File: config.mk
export PLATFORM = sky130hd
export DESIGN_NAME = bcb_config_bank
export DESIGN_NICKNAME = d
export VERILOG_FILES = /design/src/hdl/bcb_rate_gen.v /design/src/hdl/bcb_config_bank.v
export VERILOG_INCLUDE_DIRS = /design/src /design/src/hdl
export SDC_FILE = /design/constraint.sdc
export NUM_CORES = 1
export LEC_CHECK = 0
export BUFFER_PORTS_ARGS = -buffer_cell sky130_fd_sc_hd__clkbuf_2
export CORE_ASPECT_RATIO = 0.5
export CORE_MARGIN = 10
export CORE_UTILIZATION = 39
export CTS_CLUSTER_SIZE = 14
export DETAILED_ROUTE_END_ITERATION = 10
export GPL_TIMING_DRIVEN = 0
export SLEW_MARGIN = 15
export SYNTH_ARGS = -nofsm -noshare
export SYNTH_HDL_FRONTEND = slang
export SYNTH_HIERARCHICAL = 1
export SYNTH_SLANG_ARGS = --single-unit
File: constraint.sdc
create_clock -name clk_i -period 6.15 [get_ports clk_i]
set_input_delay 1.23 -clock clk_i [delete_from_list [all_inputs] [get_ports clk_i]]
set_output_delay 1.23 -clock clk_i [all_outputs]
set_load 0.01 [all_outputs]
File: src/hdl/bcb_map.vh
// Register offsets, field positions, reset values and timing counts
`ifndef BCB_MAP_VH
`define BCB_MAP_VH

`define BCB_PORT_SEL_ADDR 8'h4c
`define BCB_BIST_CNT_ADDR 8'h57
`define BCB_CFG_ADDR 8'h58

`define BCB_PSEL_WEN0 0
`define BCB_PSEL_WEN1 1
`define BCB_PSEL_RDP 4
`define BCB_PSEL_RST 8'h01

`define BCB_CFG_PASS_ALL 7
`define BCB_CFG_PASS_MATCH 6
`define BCB_CFG_AUTO_ACK 5
`define BCB_CFG_FORCE_ON 4
`define BCB_CFG_CHECK_GEN 3
`define BCB_CFG_RATE_HI 2
`define BCB_CFG_RATE_LO 0
`define BCB_CFG_RST_UPPER 5'h03
`define BCB_RATE_RST 3'h6

`define BCB_RATE_2M5 3'h0
`define BCB_RATE_10M 3'h2
`define BCB_RATE_25M 3'h5
`define BCB_RATE_50M 3'h6
`define BCB_RATE_100M 3'h7

`define BCB_CLK_PERIOD_NS 20
`define BCB_BIT_NS_2M5 400
`define BCB_BIT_NS_10M 100
`define BCB_BIT_NS_25M 40
`define BCB_BIT_NS_50M 20
`define BCB_BIT_NS_100M 10
`define BCB_CYC_2M5 5'h14
`define BCB_CYC_10M 5'h05
`define BCB_CYC_25M 5'h02
`define BCB_CYC_50M 5'h01
`define BCB_CYC_100M 5'h01

`endif

File: src/hdl/bcb_rate_gen.v
// Return link bit-rate enable divider for one receive port
`timescale 1ns/1ps
`include "bcb_map.vh"
module bcb_rate_gen (
  input wire clk_i,
  input wire resetn_i,
  input wire [2:0] rate_sel_i,
  output wire tick_o
);
  localparam [4:0] CYC_2M5 = `BCB_CYC_2M5;
  localparam [4:0] CYC_10M = `BCB_CYC_10M;
  localparam [4:0] CYC_25M = `BCB_CYC_25M;
  localparam [4:0] CYC_50M = `BCB_CYC_50M;
  localparam [4:0] CYC_100M = `BCB_CYC_100M;

  reg [4:0] cnt_ff;
  reg [4:0] nxt_cnt;
  reg [2:0] rate_ff;
  reg tick_ff;
  reg nxt_tick;
  reg [4:0] period;
  reg valid_rate;

  // Period per rate code; reserved codes produce no ticks
  always @* begin
    period = CYC_50M;
    valid_rate = 1'b1;
    case (rate_sel_i)
      `BCB_RATE_2M5: period = CYC_2M5;
      `BCB_RATE_10M: period = CYC_10M;
      `BCB_RATE_25M: period = CYC_25M;
      `BCB_RATE_50M: period = CYC_50M;
      `BCB_RATE_100M: period = CYC_100M;
      default: valid_rate = 1'b0;
    endcase
  end

  // Restart on rate change; the odd bit around it may be lost
  always @* begin
    nxt_cnt = cnt_ff;
    nxt_tick = 1'b0;
    if (rate_sel_i != rate_ff || !valid_rate) begin
      nxt_cnt = 5'h00;
    end else if (cnt_ff >= period - 5'h01) begin
      nxt_cnt = 5'h00;
      nxt_tick = 1'b1;
    end else begin
      nxt_cnt = cnt_ff + 5'h01;
    end
  end

  always @(posedge clk_i) begin
    if (!resetn_i) begin
      cnt_ff <= 5'h00;
      rate_ff <= `BCB_RATE_RST;
      tick_ff <= 1'b0;
    end else begin
      cnt_ff <= nxt_cnt;
      rate_ff <= rate_sel_i;
      tick_ff <= nxt_tick;
    end
  end

  assign tick_o = tick_ff;
endmodule

File: src/hdl/bcb_config_bank.v
// Per-port return channel configuration and self-test count bank
`timescale 1ns/1ps
`include "bcb_map.vh"
module bcb_config_bank (
  input wire clk_i,
  input wire resetn_i,
  input wire reg_wr_i,
  input wire reg_rd_i,
  input wire reg_remote_i,
  input wire [7:0] reg_addr_i,
  input wire [7:0] reg_wdata_i,
  output wire [7:0] reg_rdata_o,
  input wire [2:0] strap_rate_i,
  input wire powerdown_release_pin_i,
  input wire [1:0] txn_valid_i,
  input wire [1:0] txn_match_i,
  input wire txn_write_i,
  input wire [1:0] remote_ack_i,
  input wire [1:0] bist_err_i,
  output wire [1:0] fwd_o,
  output wire [1:0] ack_o,
  output wire [1:0] return_link_en_o,
  output wire [1:0] return_link_check_gen_en_o,
  output wire [5:0] return_link_rate_sel_o,
  output wire [1:0] return_link_tick_o
);
  reg [7:0] psel_ff;
  reg [7:0] cfg_ff [0:1];
  reg [7:0] bist_cnt_ff [0:1];
  reg [7:0] rdata_ff;
  reg [7:0] nxt_rdata;
  reg [1:0] fwd_ff;
  reg [1:0] ack_ff;
  reg [1:0] en_ff;
  reg [1:0] crc_ff;
  reg [5:0] rate_ff;
  reg [2:0] rel_sync_ff;
  reg [2:0] strap_s1_ff;
  reg [2:0] strap_s2_ff;
  reg [2:0] strap_s3_ff;
  reg rel_state_ff;
  reg [2:0] strap_state_ff;
  wire rel_rise;
  wire [1:0] tick;
  wire rd_port;
  wire [1:0] pass_all;
  wire [1:0] pass_match;
  wire [1:0] auto_ack;
  wire [1:0] force_on;
  wire [1:0] check_gen;
  integer i;

  assign rd_port = psel_ff[`BCB_PSEL_RDP];

  // Decoded control fields of each port copy
  assign pass_all = {cfg_ff[1][`BCB_CFG_PASS_ALL],
    cfg_ff[0][`BCB_CFG_PASS_ALL]};
  assign pass_match = {cfg_ff[1][`BCB_CFG_PASS_MATCH],
    cfg_ff[0][`BCB_CFG_PASS_MATCH]};
  assign auto_ack = {cfg_ff[1][`BCB_CFG_AUTO_ACK],
    cfg_ff[0][`BCB_CFG_AUTO_ACK]};
  assign force_on = {cfg_ff[1][`BCB_CFG_FORCE_ON],
    cfg_ff[0][`BCB_CFG_FORCE_ON]};
  assign check_gen = {cfg_ff[1][`BCB_CFG_CHECK_GEN],
    cfg_ff[0][`BCB_CFG_CHECK_GEN]};

  // Pin synchronisers: a change counts once stages two and three agree
  always @(posedge clk_i) begin
    if (!resetn_i) begin
      rel_sync_ff <= 3'h0;
      strap_s1_ff <= 3'h0;
      strap_s2_ff <= 3'h0;
      strap_s3_ff <= 3'h0;
      rel_state_ff <= 1'b0;
      strap_state_ff <= 3'h0;
    end else begin
      rel_sync_ff <= {rel_sync_ff[1:0], powerdown_release_pin_i};
      strap_s1_ff <= strap_rate_i;
      strap_s2_ff <= strap_s1_ff;
      strap_s3_ff <= strap_s2_ff;
      if (rel_sync_ff[1] == rel_sync_ff[2]) begin
        rel_state_ff <= rel_sync_ff[2];
      end
      if (strap_s2_ff == strap_s3_ff) begin
        strap_state_ff <= strap_s3_ff;
      end
    end
  end

  assign rel_rise = rel_sync_ff[1] && rel_sync_ff[2] && !rel_state_ff;

  // Port select register
  always @(posedge clk_i) begin
    if (!resetn_i) begin
      psel_ff <= `BCB_PSEL_RST;
    end else if (reg_wr_i && reg_addr_i == `BCB_PORT_SEL_ADDR) begin
      psel_ff <= reg_wdata_i & 8'h13;
    end
  end

  // Configuration copies, one per port
  always @(posedge clk_i) begin
    if (!resetn_i) begin
      for (i = 0; i < 2; i = i + 1) begin
        cfg_ff[i] <= {`BCB_CFG_RST_UPPER, `BCB_RATE_RST};
      end
    end else begin
      for (i = 0; i < 2; i = i + 1) begin
        if (rel_rise) begin
          cfg_ff[i][`BCB_CFG_RATE_HI:`BCB_CFG_RATE_LO] <=
            strap_state_ff;
        end
        if (reg_wr_i && reg_addr_i == `BCB_CFG_ADDR && psel_ff[i]) begin
          cfg_ff[i][7:5] <= reg_wdata_i[7:5];
          cfg_ff[i][3:0] <= reg_wdata_i[3:0];
          if (!reg_remote_i) begin
            cfg_ff[i][`BCB_CFG_FORCE_ON] <=
              reg_wdata_i[`BCB_CFG_FORCE_ON];
          end
        end
      end
    end
  end

  // Self-test error counters, saturating, read only
  always @(posedge clk_i) begin
    if (!resetn_i) begin
      for (i = 0; i < 2; i = i + 1) begin
        bist_cnt_ff[i] <= 8'h00;
      end
    end else begin
      for (i = 0; i < 2; i = i + 1) begin
        if (bist_err_i[i] && bist_cnt_ff[i] != 8'hff) begin
          bist_cnt_ff[i] <= bist_cnt_ff[i] + 8'h01;
        end
      end
    end
  end

  // Read data from the copy chosen by the read port select
  always @* begin
    nxt_rdata = rdata_ff;
    if (reg_rd_i) begin
      case (reg_addr_i)
        `BCB_PORT_SEL_ADDR: nxt_rdata = psel_ff;
        `BCB_BIST_CNT_ADDR: nxt_rdata = bist_cnt_ff[rd_port];
        `BCB_CFG_ADDR: nxt_rdata = cfg_ff[rd_port];
        default: nxt_rdata = 8'h00;
      endcase
    end
  end

  always @(posedge clk_i) begin
    if (!resetn_i) begin
      rdata_ff <= 8'h00;
    end else begin
      rdata_ff <= nxt_rdata;
    end
  end

  // Per-port forwarding, acknowledge and return channel controls
  always @(posedge clk_i) begin
    if (!resetn_i) begin
      fwd_ff <= 2'h0;
      ack_ff <= 2'h0;
      en_ff <= 2'h0;
      crc_ff <= 2'h0;
      rate_ff <= {`BCB_RATE_RST, `BCB_RATE_RST};
    end else begin
      for (i = 0; i < 2; i = i + 1) begin
        fwd_ff[i] <= txn_valid_i[i] &&
          (pass_all[i] ||
           (pass_match[i] && txn_match_i[i]));
        // Auto-ack covers writes only; reads wait for the remote
        ack_ff[i] <= txn_valid_i[i] &&
          ((txn_write_i && auto_ack[i]) ||
           remote_ack_i[i]);
        en_ff[i] <= force_on[i] ||
          pass_all[i] ||
          pass_match[i];
        crc_ff[i] <= check_gen[i];
      end
      rate_ff <= {cfg_ff[1][`BCB_CFG_RATE_HI:`BCB_CFG_RATE_LO],
                  cfg_ff[0][`BCB_CFG_RATE_HI:`BCB_CFG_RATE_LO]};
    end
  end

  // Bit-rate enables, one divider per port
  genvar g;
  generate
    for (g = 0; g < 2; g = g + 1) begin : rate_gen
      bcb_rate_gen u_rate (
        .clk_i(clk_i),
        .resetn_i(resetn_i),
        .rate_sel_i(rate_ff[3*g+2:3*g]),
        .tick_o(tick[g])
      );
    end
  endgenerate

  assign reg_rdata_o = rdata_ff;
  assign fwd_o = fwd_ff;
  assign ack_o = ack_ff;
  assign return_link_en_o = en_ff;
  assign return_link_check_gen_en_o = crc_ff;
  assign return_link_rate_sel_o = rate_ff;
  assign return_link_tick_o = tick;
endmodule

### Word level (Yosys, flattened, before mapping)

Memory sizes are Yosys's and may differ from the RTL's. A register that Yosys moved wholly into a read port is not among the register bits.
Cells that the tools add are included.

* $add $sub $neg: 6
* magnitude comparators: 2
* equal/unequal tests: 17
* multiplexer cells: 46
* bitwise logic cells: 13
* reduce and logical (&&, ||, !) cells: 37

Operators by type and width (count)
* two-way mux 1 bit: 35
* case mux 5 bit (3 select lines): 2
* equality test 8 x 7 -> 1 bit (second input constant): 3
* case mux 8 bit (3 select lines): 1
* equality test 3 bit (second input constant): 6
* two-way mux 3 bit: 6
* adder 8 x 1 -> 8 bit (second input constant): 2
* logical AND 1 bit: 16
* two-way mux 8 bit: 2
* inequality test 8 bit (second input constant): 2
* OR 1 bit: 12
* adder 5 x 1 -> 5 bit (second input constant): 2
* greater-or-equal comparator 5 bit: 2
* logical OR 1 bit: 10
* OR reduction 5 bit: 2
* subtractor 5 x 1 -> 5 bit (second input constant): 2
* equality test 3 x 2 -> 1 bit (second input constant): 2
* zero test 3 bit: 2
* inequality test 3 bit: 2
* OR reduction 3 bit: 2
* OR reduction 2 bit: 2
* equality test 3 bit: 1
* zero test 1 bit: 3
* equality test 1 bit: 1
* NOT 1 bit: 1

* register bits after elaboration: 59
* bits in writable memories: 32
* bits of input ports: 34
* output and inout bits: 24
* logic and storage cells: 142
* memories: 2

Memories
* bist_cnt_ff: depth 2, bits a word 8, read ports 3, clocked after Yosys merged registers in 1, write ports 2, RTL line bcb_config_bank.v:29 `reg [7:0] bist_cnt_ff [0:1];`
* cfg_ff: depth 2, bits a word 8, read ports 3, clocked after Yosys merged registers in 1, write ports 2, RTL line bcb_config_bank.v:28 `reg [7:0] cfg_ff [0:1];`

### Longest topological paths before layout

Gate-level depths: netlist (run 1).

* depth in word-level cells: 7
* depth in mapped cells: 10
* gate-level depth less buffers: 9

### Modules after synthesis

The synthesis (run 1) kept the hierarchy.

By module, submodules not included
* bcb_config_bank: times used 1, cells each 308, area each 3338.2 sq um, sequential area each 1801.7 sq um
* bcb_rate_gen: times used 2, cells each 53, area each 523.0 sq um, sequential area each 180.2 sq um

### Worst setup path before layout (run 1)

OpenSTA, ideal clock, no wires.

* kind: input-to-reg
* start point: in reg_addr_i[0]
* end point: mem cfg_ff[1][0] (enable)
* setup time: 0.301 ns
* data arrival time: 2.632 ns
* data required time: 5.849 ns
* slack: 3.217 ns
* cell stages on the path: 4
* path buffers: 0
* path through: nor4b_2 > nand2_1 > o21ai_0 > a21o_1

RTL lines
* start, declared: RTL line bcb_config_bank.v:10 `input wire [7:0] reg_addr_i,`
* end, declared: RTL line bcb_config_bank.v:28

==> flow_summary.yaml, run 1 <==
setup_path:
  crit_arrival_ns: 3.28
  start_kind: "primary input"
  cp_max_fo: 9
  r2r_end: "bist_cnt_ff[0][3]"
  endpoint_kind: "flop"
  slowest_delay_ns: 0.78
  slowest_stage: "nor4b_2"
  worstPathCellList: "clkbuf_2, nor4b_2, nand2_1, o21ai_0, a21o_1"
  crit_family: "compound AO/OA/AOI/OAI gates"
  reg2reg_slack_ns: 3.91
  path_buf_inv: 1
  path_class: "in2reg"
  crit_required_ns: 6.20
  reg2reg_depth: 6
  crit-reg2reg-launch: "bist_cnt_ff[1][0]"
timing:
  tns_ns: 0
  clock_skew_ns: 0.00920
  slew_viol_final: 0
  min_period_over_period_pct: 52.4
  grt_setup_unrepaired: "no"
  worst_slew_pin_slew_ns: 0.917
  whs_ns: 0.438
  fmax_mhz: 310
  setup_viol: 0
  min_period_ns: 3.22
  hold_viol_final: 0
  slew-limit-headroom_pct: 38.3
pwr:
  p_total_uw: 1340
  seqPwrFrac_pct: 50.2
  p_int_uw: 1030
  clockPowerShare_pct: 42.6
  power_density_nw_per_um2: 260
  ir_drop_v: 0.000127
  cellLeakagePower_uw: 0.00200
  switching_share_pct: 23.1
  p_sw_uw: 311
  combPwrFrac_pct: 7.2
layout:
  multi_input_area_um2: 2090
  areaGrowthSynthToFinish_pct: 17.9
  design_area_um2: 5170
  drive_gt1_share_pct: 19.9
  layout.area.seq_um2: 2160
  nFillCells: 1027
  num_antenna_cells: 0
  final_nets: 531
global_routing:
  met2_usage_pct: 19.6
  grt_pass1_wl_mm: 15.5
  grt.met3_usage_pct: 3.58
  grt_pass1_vias: 3121
  grt_max_degree: 17
  gr-total-overflow: 0
  use_met1_pct: 15.7
  grt_use_total_pct: 12.3
  busiest_layer: "met2"
  antenna_found_initial: 0
yosys:
  ys_ff_latch: 92
  ys.flop_type: "dfxtp_1"
  syn_area_um2: 4380
  yosysWarnings: 6
  synth-edff-count: 32
  yosysSeqAreaShare_pct: 49.3
  netlist_top_cells_count: "dfxtp_1, nor2_1, edfxtp_1"
  syn_nets: 463
  yosysMostFrequentCell: "dfxtp_1"
  avgSynthCellArea_um2: 10.6
  synth_cell_types: 51
  synth_cells: 414
  synth_top_area_share_pct: 27.4
  async_flop_share_pct: 0
  synth.area.top_cells: "dfxtp_1, edfxtp_1, mux2i_1, ha_1, and2_1"
  synth_area_leader_cell: "dfxtp_1"
worst_hold_path:
  min_path_cells: 1
  whs_endpoint: "rel_sync_ff[1]"
  hp-class: "reg2reg"
  hold_path_startpoint: "rel_sync_ff[0]"
floorplan:
  die_w_um: 170
  die_area_um2: 16100
  floorplan.initialDensity_pct: 39.9
  dieHeight_um: 95.0
  num_io_pins: 58
  rows: 27
  core_um2: 11000
cts:
  holdBufCountCts: 0
  h-tree-depth: 3
  cts_root_buffer: "clkbuf_16"
  postCtsSetupRepairBufs: 0
  clockBufferDepth: 2
  cts_tree: "done"
  path_clk_slew_ns: 0.06
  ctsResizeCount: 0
  cts_buffers: 9
  clk-insertion-delay-late_ns: 0.35
  clock-sinks: 92
route:
  postRouteWirelength_mm: 9.61
  vias: 3148
  route.detailed.drc: 0
  first_pass_iters: 5
  vias_per_cell: 4.98
  drtIter0Drc: 119
  routedWlPerCell_um: 15.2
  antenna_left: 0
place:
  gp_congestion: 0.785
  placed_cell_area_um2: 4850
  dp_hpwl_mm: 7.30
  port_buffers: 57
job:
  max_cap_viol_count: 0
status:
  status: "completed"
## power by group through the flow
stage	sequential [uW]	clock (uW)	combinational [uW]
after floorplan	683	0	59.1
after global placement	686	0	96.1
after detailed placement	687	0	97.4
after CTS	673	589	98.0
after global routing	676	617	109
final	673	572	96.8
## placed cells by master (no fill, tap or decap), types with 2 or more instances in the layout
master,n
o41ai_4,2
o221ai_2,2
clkbuf_2,57
a32o_1,3
dfxtp_1,60
nor4_1,7
mux2i_1,20
nand3b_1,2
buf_2,2
nand4_1,3
o2111ai_1,2
clkbuf_16,11
o21ai_2,2
inv_1,8
nand2b_1,16
o21ai_0,5
and2_1,26
a21oi_1,18
xor2_1,12
nand2_1,15
nor2_1,43
and3_1,7
conb_1,2
clkbuf_1,9
buf_4,2
o211ai_1,4
buf_6,4
nor3_1,17
mux2_2,3
xnor2_1,16
edfxtp_1,32
nand3_1,23
or3_1,3
a21o_1,3
o221ai_1,5
ha_1,15
nor2b_1,6
## routing by layer
metal | vias up | part of all wire [%]
met3 | 10 | 3.0
met1 | 1486 | 51
met2 | 35 | 45
met4 | 0 | 1.2
li1 | 1617 | -
met5 | - | 0
## registers in the layout, summed over array words and instances, names as in the netlist, 2 cells and up, named ones only
register,flops
bist_cnt_ff,16
cfg_ff,16
rate_gen.u_rate/cnt_ff,10
reg_rdata_o,8
rate_gen.u_rate/rate_ff,6
return_link_rate_sel_o,6
psel_ff,3
rel_sync_ff,3
strap_s1_ff,3
strap_s2_ff,3
strap_s3_ff,3
strap_state_ff,3
ack_o,2
fwd_o,2
rate_gen.u_rate/tick_o,2
return_link_check_gen_en_o,2
return_link_en_o,2
## how the worst max path moves through the flow
stage | end | from | cells after the start | slack [ns]
6_report | cfg_ff[1][0] | reg_addr_i[0] | 5 | 2.93
5_1_grt | cfg_ff[1][0] | reg_addr_i[0] | 5 | 2.85
4_1_cts | cfg_ff[1][2] | reg_addr_i[0] | 5 | 2.91
3_5_place_dp | cfg_ff[1][0] | reg_addr_i[0] | 5 | 2.54
3_3_place_gp | cfg_ff[1][0] | reg_addr_i[0] | 5 | 2.57
2_1_floorplan | cfg_ff[1][0] | reg_addr_i[0] | 4 | 3.22
## logic make-up after synthesis
family	synth area share, %
compound gates	8.99
xor+xnor	5.59
fa+ha+maj	4.28
buf+inv	2.97
flops	49.3
mux	5.59
other cells	0.171
simple gates	23.1
## area by class of cell
| class | instances | area share [%] |
|---|---|---|
| Buffer | 16 | 1.94 |
| Clock buffer | 13 | 5.67 |
| Clock inverter | 3 | 0.460 |
| Inverter | 8 | 0.581 |
| Multi-Input combinational cell | 298 | 40.5 |
| Sequential cell | 92 | 41.8 |
| Tap cell | 145 | 3.51 |
| Timing Repair Buffer | 57 | 5.52 |
## stage by stage
step,utilization [%],worst slack (ns),instances
6_report,47.1,2.93,632
5_1_grt,47.1,2.85,632
4_1_cts,47.1,2.91,632
3_5_place_dp,44.2,2.54,616
3_3_place_gp,44.2,2.57,616
2_1_floorplan,-,3.22,414
Power figures use the tool's default switching activity.
==> run 2: changes to the inputs <==
- ABC_AREA: default -> 1
- clock period: 6.15 -> 3.1 ns (I/O delays scaled with it)
==> run 2 against run 1 <==
Wire length grew 0.50%. Sequential share of layout area shrank 1.1 points. Critical endpoint is now rate_gen[0].u_rate/cnt_ff[1]. Largest power group unchanged. Synthesized area grew 3.7%. Worst hold slack lost 0.025 ns. Register-to-register slack lost 2.8 ns. Die area grew 3.1%. Highest routed layer unchanged.
==> flow_summary.yaml, run 2 <==
layout:
  drive_gt1_share_pct: 20.4
  multi_input_area_um2: 2030
  fin_cells: 772
  mostFrequentLayoutCells: "nand2_1, inv_1, dfxtp_1"
  nFillCells: 1117
  final_common_cell: "nand2_1"
  top_regs: "bist_cnt_ff: 16 flops, cfg_ff: 16 flops, rate_gen.u_rate/cnt_ff: 10 flops"
  areaGrowthSynthToFinish_pct: 16.6
  post-route-util_pct: 47.4
  final_nets: 657
  layout.area.seq_um2: 2160
  num_antenna_cells: 0
route:
  vias_per_cell: 4.52
  postRouteWirelength_mm: 9.66
  vias: 3488
  drtIter0Drc: 224
  first_pass_iters: 4
  routedWlPerCell_um: 12.5
  antenna_left: 0
  route.detailed.drc: 0
floorplan:
  core_um2: 11200
  num_io_pins: 58
  floorplan.initialDensity_pct: 40.7
  rows: 27
  die_area_um2: 16600
  die_w_um: 173
  dieHeight_um: 96.4
cts:
  clock-sinks: 92
  cts_root_buffer: "clkbuf_16"
  cts_tree: "done"
  clockBufferDepth: 2
  holdBufCountCts: 0
  cts_buffers: 9
  path_clk_slew_ns: 0.06
  ctsResizeCount: 0
  clk-insertion-delay-late_ns: 0.34
  h-tree-depth: 3
  postCtsSetupRepairBufs: 0
pwr:
  cellLeakagePower_uw: 0.00253
  switching_share_pct: 24.9
  power_density_nw_per_um2: 483
  p_total_uw: 2560
  p_int_uw: 1920
  seqPwrFrac_pct: 52.1
  combPwrFrac_pct: 8.0
  clockPowerShare_pct: 39.8
  p_sw_uw: 638
  ir_drop_v: 0.000220
global_routing:
  grt_use_total_pct: 12.0
  grt_max_degree: 17
  grt_pass1_wl_mm: 16.1
  antenna_found_initial: 0
  gr-total-overflow: 0
  grt_pass1_vias: 3366
yosys:
  synth_cell_types: 35
  async_flop_share_pct: 0
  synth_area_leader_cell: "dfxtp_1"
  yosysSeqAreaShare_pct: 47.5
  syn_area_um2: 4550
  ys.flop_type: "dfxtp_1"
  synth_top_area_share_pct: 26.4
  synth-edff-count: 32
  synth.area.top_cells: "dfxtp_1, edfxtp_1, nand2_1, inv_1, nand3_1"
  yosysWarnings: 6
  yosysMostFrequentCell: "nand2_1"
  netlist_top_cells_count: "nand2_1, inv_1, dfxtp_1"
  avgSynthCellArea_um2: 8.41
  syn_nets: 590
  synth_cells: 541
  ys_ff_latch: 92
place:
  dp_cells: 756
  dp_hpwl_mm: 7.45
  gp_congestion: 0.886
  port_buffers: 56
timing:
  slew-limit-headroom_pct: 65.1
  fmax_mhz: 507
  slew_viol_final: 0
  min_period_ns: 1.97
  worst_slew_pin_slew_ns: 0.524
  tns_ns: 0
  clock_skew_ns: 0.00429
  min_period_over_period_pct: 63.6
  setup_viol: 0
  grt_setup_unrepaired: "no"
  whs_ns: 0.412
  hold_viol_final: 0
setup_path:
  crit_arrival_ns: 2.25
  cp_max_fo: 6
  slowest_stage: "dfxtp_1"
  crit_required_ns: 3.37
  start_kind: "flop"
  endpoint_kind: "flop"
  path_class: "reg2reg"
  slowest_delay_ns: 0.46
  worstPathCellList: "inv_2, nand3_1, nand2_1, ha_1, xor2_1, ha_1, nand2_1, a21oi_1, nor2_1, nand2_2, nor3_2"
worst_hold_path:
  hp-class: "reg2reg"
status:
  status: "completed"
job:
  max_cap_viol_count: 0
==> run 2: cell count changes in the layout (fill, tap and decap cells not counted), sizes merged, moves of 20 or more <==
cell	previous run	this run
mux2i	20	0
nand2	16	159
nand3	23	48
a21oi	18	40
inv	10	74
and2	26	0
==> run 2: cells by family (layout without fill, tap and decap cells) <==
kind of cell	after synthesis	count (layout)	share of synthesized area [%]
xor gates and xnor gates	23	23	4.43
buffers and inverters	84	156	7.76
AOI/OAI and AO/OA	60	60	6.93
adders and majority gates	15	15	4.13
DFF	92	92	47.5
other	2	2	0.165
and+or+nand+nor	265	265	29.1
==> run 2: per-stage QoR <==
stage,setup slack [ns],instance area (um^2)
floorplan,1.30,4550
global placement,0.925,5030
detailed placement,0.905,5030
CTS,1.11,5300
global route,0.907,5300
finish,1.13,5300
==> run 2: worst max-delay path, delay by kind of cell (launching register included) <==
family / cells / cell delay [ns]
flops: 1 / 0.46
buf+inv: 1 / 0.09
compound gates: 1 / 0.06
simple gates: 6 / 0.66
xor+xnor: 1 / 0.16
fa+ha+maj: 2 / 0.48
==> run 2: layout make-up <==
class                      instances  area share (%)
buffer                            13            1.58
tap                              159            3.75
clock buffer                       9            4.25
timing repair buffer              56            5.29
sequential                        92            40.8
clock inverter                     7           0.920
multi-input combinational        365            38.4
inverter                          71            5.07
==> run 2: worst paths after layout <==
path                                                 from                      endpoint  slack (ns)  depth (start not counted)
worst max register to register  return_link_rate_sel_o[0]  rate_gen[0].u_rate/cnt_ff[1]        1.13                         11
worst min register to register             rel_sync_ff[0]                rel_sync_ff[1]        0.41                          2
worst min-delay path                       rel_sync_ff[0]                rel_sync_ff[1]        0.41                          2
worst max-delay path            return_link_rate_sel_o[0]  rate_gen[0].u_rate/cnt_ff[1]        1.13                         11
==> run 2: power groups by stage <==
stage | registers (uW) | logic, uW | clock network [uW]
after floorplan | 1350 | 137 | 0
after global placement | 1360 | 205 | 0
after detailed placement | 1360 | 207 | 0
after CTS | 1330 | 209 | 1050
after global routing | 1340 | 233 | 1100
final | 1330 | 206 | 1020
==> run 2: layer usage <==
| layer | vias up | share of wire [%] | global-route usage (%) |
|---|---|---|---|
| met3 | 11 | 4.1 | 3.55 |
| met4 | 0 | 1.2 | 4.06 |
| met2 | 48 | 47 | 20.4 |
| li1 | 1871 | - | - |
| met5 | - | 0 | 0 |
| met1 | 1558 | 48 | 14.6 |
==> run 3: changes to the inputs <==
- clock period: 3.1 -> 1.75 ns (I/O delays scaled with it)
==> run 3 against run 2 <==
The flow now finishes with violations (setup timing). Non-clock buffer count increased by 21. Register-to-register slack worse by 1.2 ns. Design area is 7.1% higher. Sequential share of layout area fell by 2.4 points.
==> flow_summary.yaml, run 3 (same netlist as run 2, synthesis figures left out) <==
floorplan:
  dieHeight_um: 96.4
  die_area_um2: 16600
  die_w_um: 173
  rows: 27
  num_io_pins: 58
  core_um2: 11200
  floorplan.initialDensity_pct: 40.7
setup_path:
  path_class: "reg2reg"
  reg2reg_depth: 11
  cp_max_fo: 5
  reg2reg_slack_ns: -0.05
  endpoint_kind: "flop"
  crit_arrival_ns: 2.08
  start_kind: "flop"
  crit_required_ns: 2.03
cts:
  cts_root_buffer: "clkbuf_16"
  clockBufferDepth: 2
  clock-sinks: 92
  clk-insertion-delay-late_ns: 0.35
  cts_tree: "done"
  path_clk_slew_ns: 0.07
  cts_buffers: 9
  h-tree-depth: 3
place:
  dp_hpwl_mm: 7.47
  gp_congestion: 0.884
  port_buffers: 56
  placed_cell_area_um2: 5030
route:
  wl_met1_mm: 4.74
  drtIter0Drc: 254
  met3_length_um: 483
  routedWlPerCell_um: 12.8
  vias_per_cell: 4.59
  route.detailed.drc: 0
  dr.max_layer_used: "met4"
  wl_met2_mm: 4.83
  vias: 3640
  postRouteWirelength_mm: 10.2
  first_pass_iters: 4
  antenna_left: 0
worst_hold_path:
  min_path_cells: 3
  hp-class: "in2reg"
pwr:
  p_total_uw: 4900
  cellLeakagePower_uw: 0.00266
  ir_drop_v: 0.000478
  power_density_nw_per_um2: 864
global_routing:
  grt_max_degree: 17
  gr-total-overflow: 0
  grt_pass1_vias: 3454
  antenna_found_initial: 0
  grt_pass1_wl_mm: 16.4
  grt_use_total_pct: 12.3
status:
  status: "finished with violations"
  violations: "setup timing"
layout:
  mostFrequentLayoutCells: "nand2_1, inv_1, clkbuf_2"
  top_regs: "bist_cnt_ff: 16 flops, cfg_ff: 16 flops, rate_gen.u_rate/cnt_ff: 10 flops"
  areaGrowthSynthToFinish_pct: 24.9
  num_antenna_cells: 0
  post-route-util_pct: 50.8
  final_nets: 678
  final_common_cell: "nand2_1"
  drive_gt1_share_pct: 27.0
  design_area_um2: 5680
timing:
  tns_ns: -0.0828
  grt_setup_unrepaired: "yes"
  clock_skew_ns: 0.00638
  slew-limit-headroom_pct: 62.2
  min_period_over_period_pct: 103
  slew_viol_final: 0
  fmax_mhz: 554
  hold_viol_final: 0
  setup_ws_ns: -0.0539
  setup_viol: 3
  worst_slew_pin_slew_ns: 0.567
  min_period_ns: 1.80
job:
  max_cap_viol_count: 0
## run 3: area by class of cell
type | instances | area (um^2)
multi-input cells | 365 | 2160
fillers | 1053 | 5500
plain buffers | 13 | 83.8
well taps | 159 | 199
clock inverters | 5 | 58.8
repair buffers | 77 | 438
clock buffers | 11 | 275
inverters | 71 | 284
flip-flops and latches | 92 | 2180
## run 3: layer usage
layer	vias to the layer above	global-route usage, %
met4	0	3.64
met5	-	0
li1	1921	-
met1	1646	14.8
met3	12	4.06
met2	61	20.9
## run 3: what timing repair did
action,4_1_cts,5_1_grt
buffers inserted,10,11
pin swaps,10,17
gates resized for setup,19,21
endpoints found under the setup margin,18,37
hold buffers,0,0
endpoints found under the hold margin,0,0
## run 3: worst paths after layout
path / start / to
worst min register to register: strap_s1_ff[0] / strap_s2_ff[0]
worst max register to register: return_link_rate_sel_o[5] / rate_gen[1].u_rate/cnt_ff[1]
worst min-delay path: strap_rate_i[2] / strap_s1_ff[2]
worst max-delay path: return_link_rate_sel_o[5] / rate_gen[1].u_rate/cnt_ff[1]
## run 3: power breakdown
| group | internal (uW) | switching, uW |
|---|---|---|
| registers | 2290 | 61.6 |
| logic | 166 | 250 |
| clock network | 1290 | 848 |
| total | 3750 | 1160 |
## run 3: metrics by stage
| stage | setup WS, ns | hold slack [ns] | instances |
|---|---|---|---|
| 2_1_floorplan | 0.0284 | 0.390 | 541 |
| 3_3_place_gp | -0.183 | 0.393 | 756 |
| 3_5_place_dp | -0.205 | 0.398 | 756 |
| 4_1_cts | -0.118 | 0.174 | 782 |
| 5_1_grt | -0.165 | 0.172 | 793 |
| 6_report | -0.0539 | 0.184 | 793 |
## run 3: worst max-delay path, stage by stage, from the launching register on
cell and delay (ns):
dfxtp_4 0.38, inv_4 0.05, nand3_4 0.08, nand2_4 0.05, ha_4 0.15, xor2_1 0.16
ha_1 0.32, nand2_2 0.08, a21oi_2 0.05, nor2_2 0.14, nand2_4 0.11, nor3_2 0.17
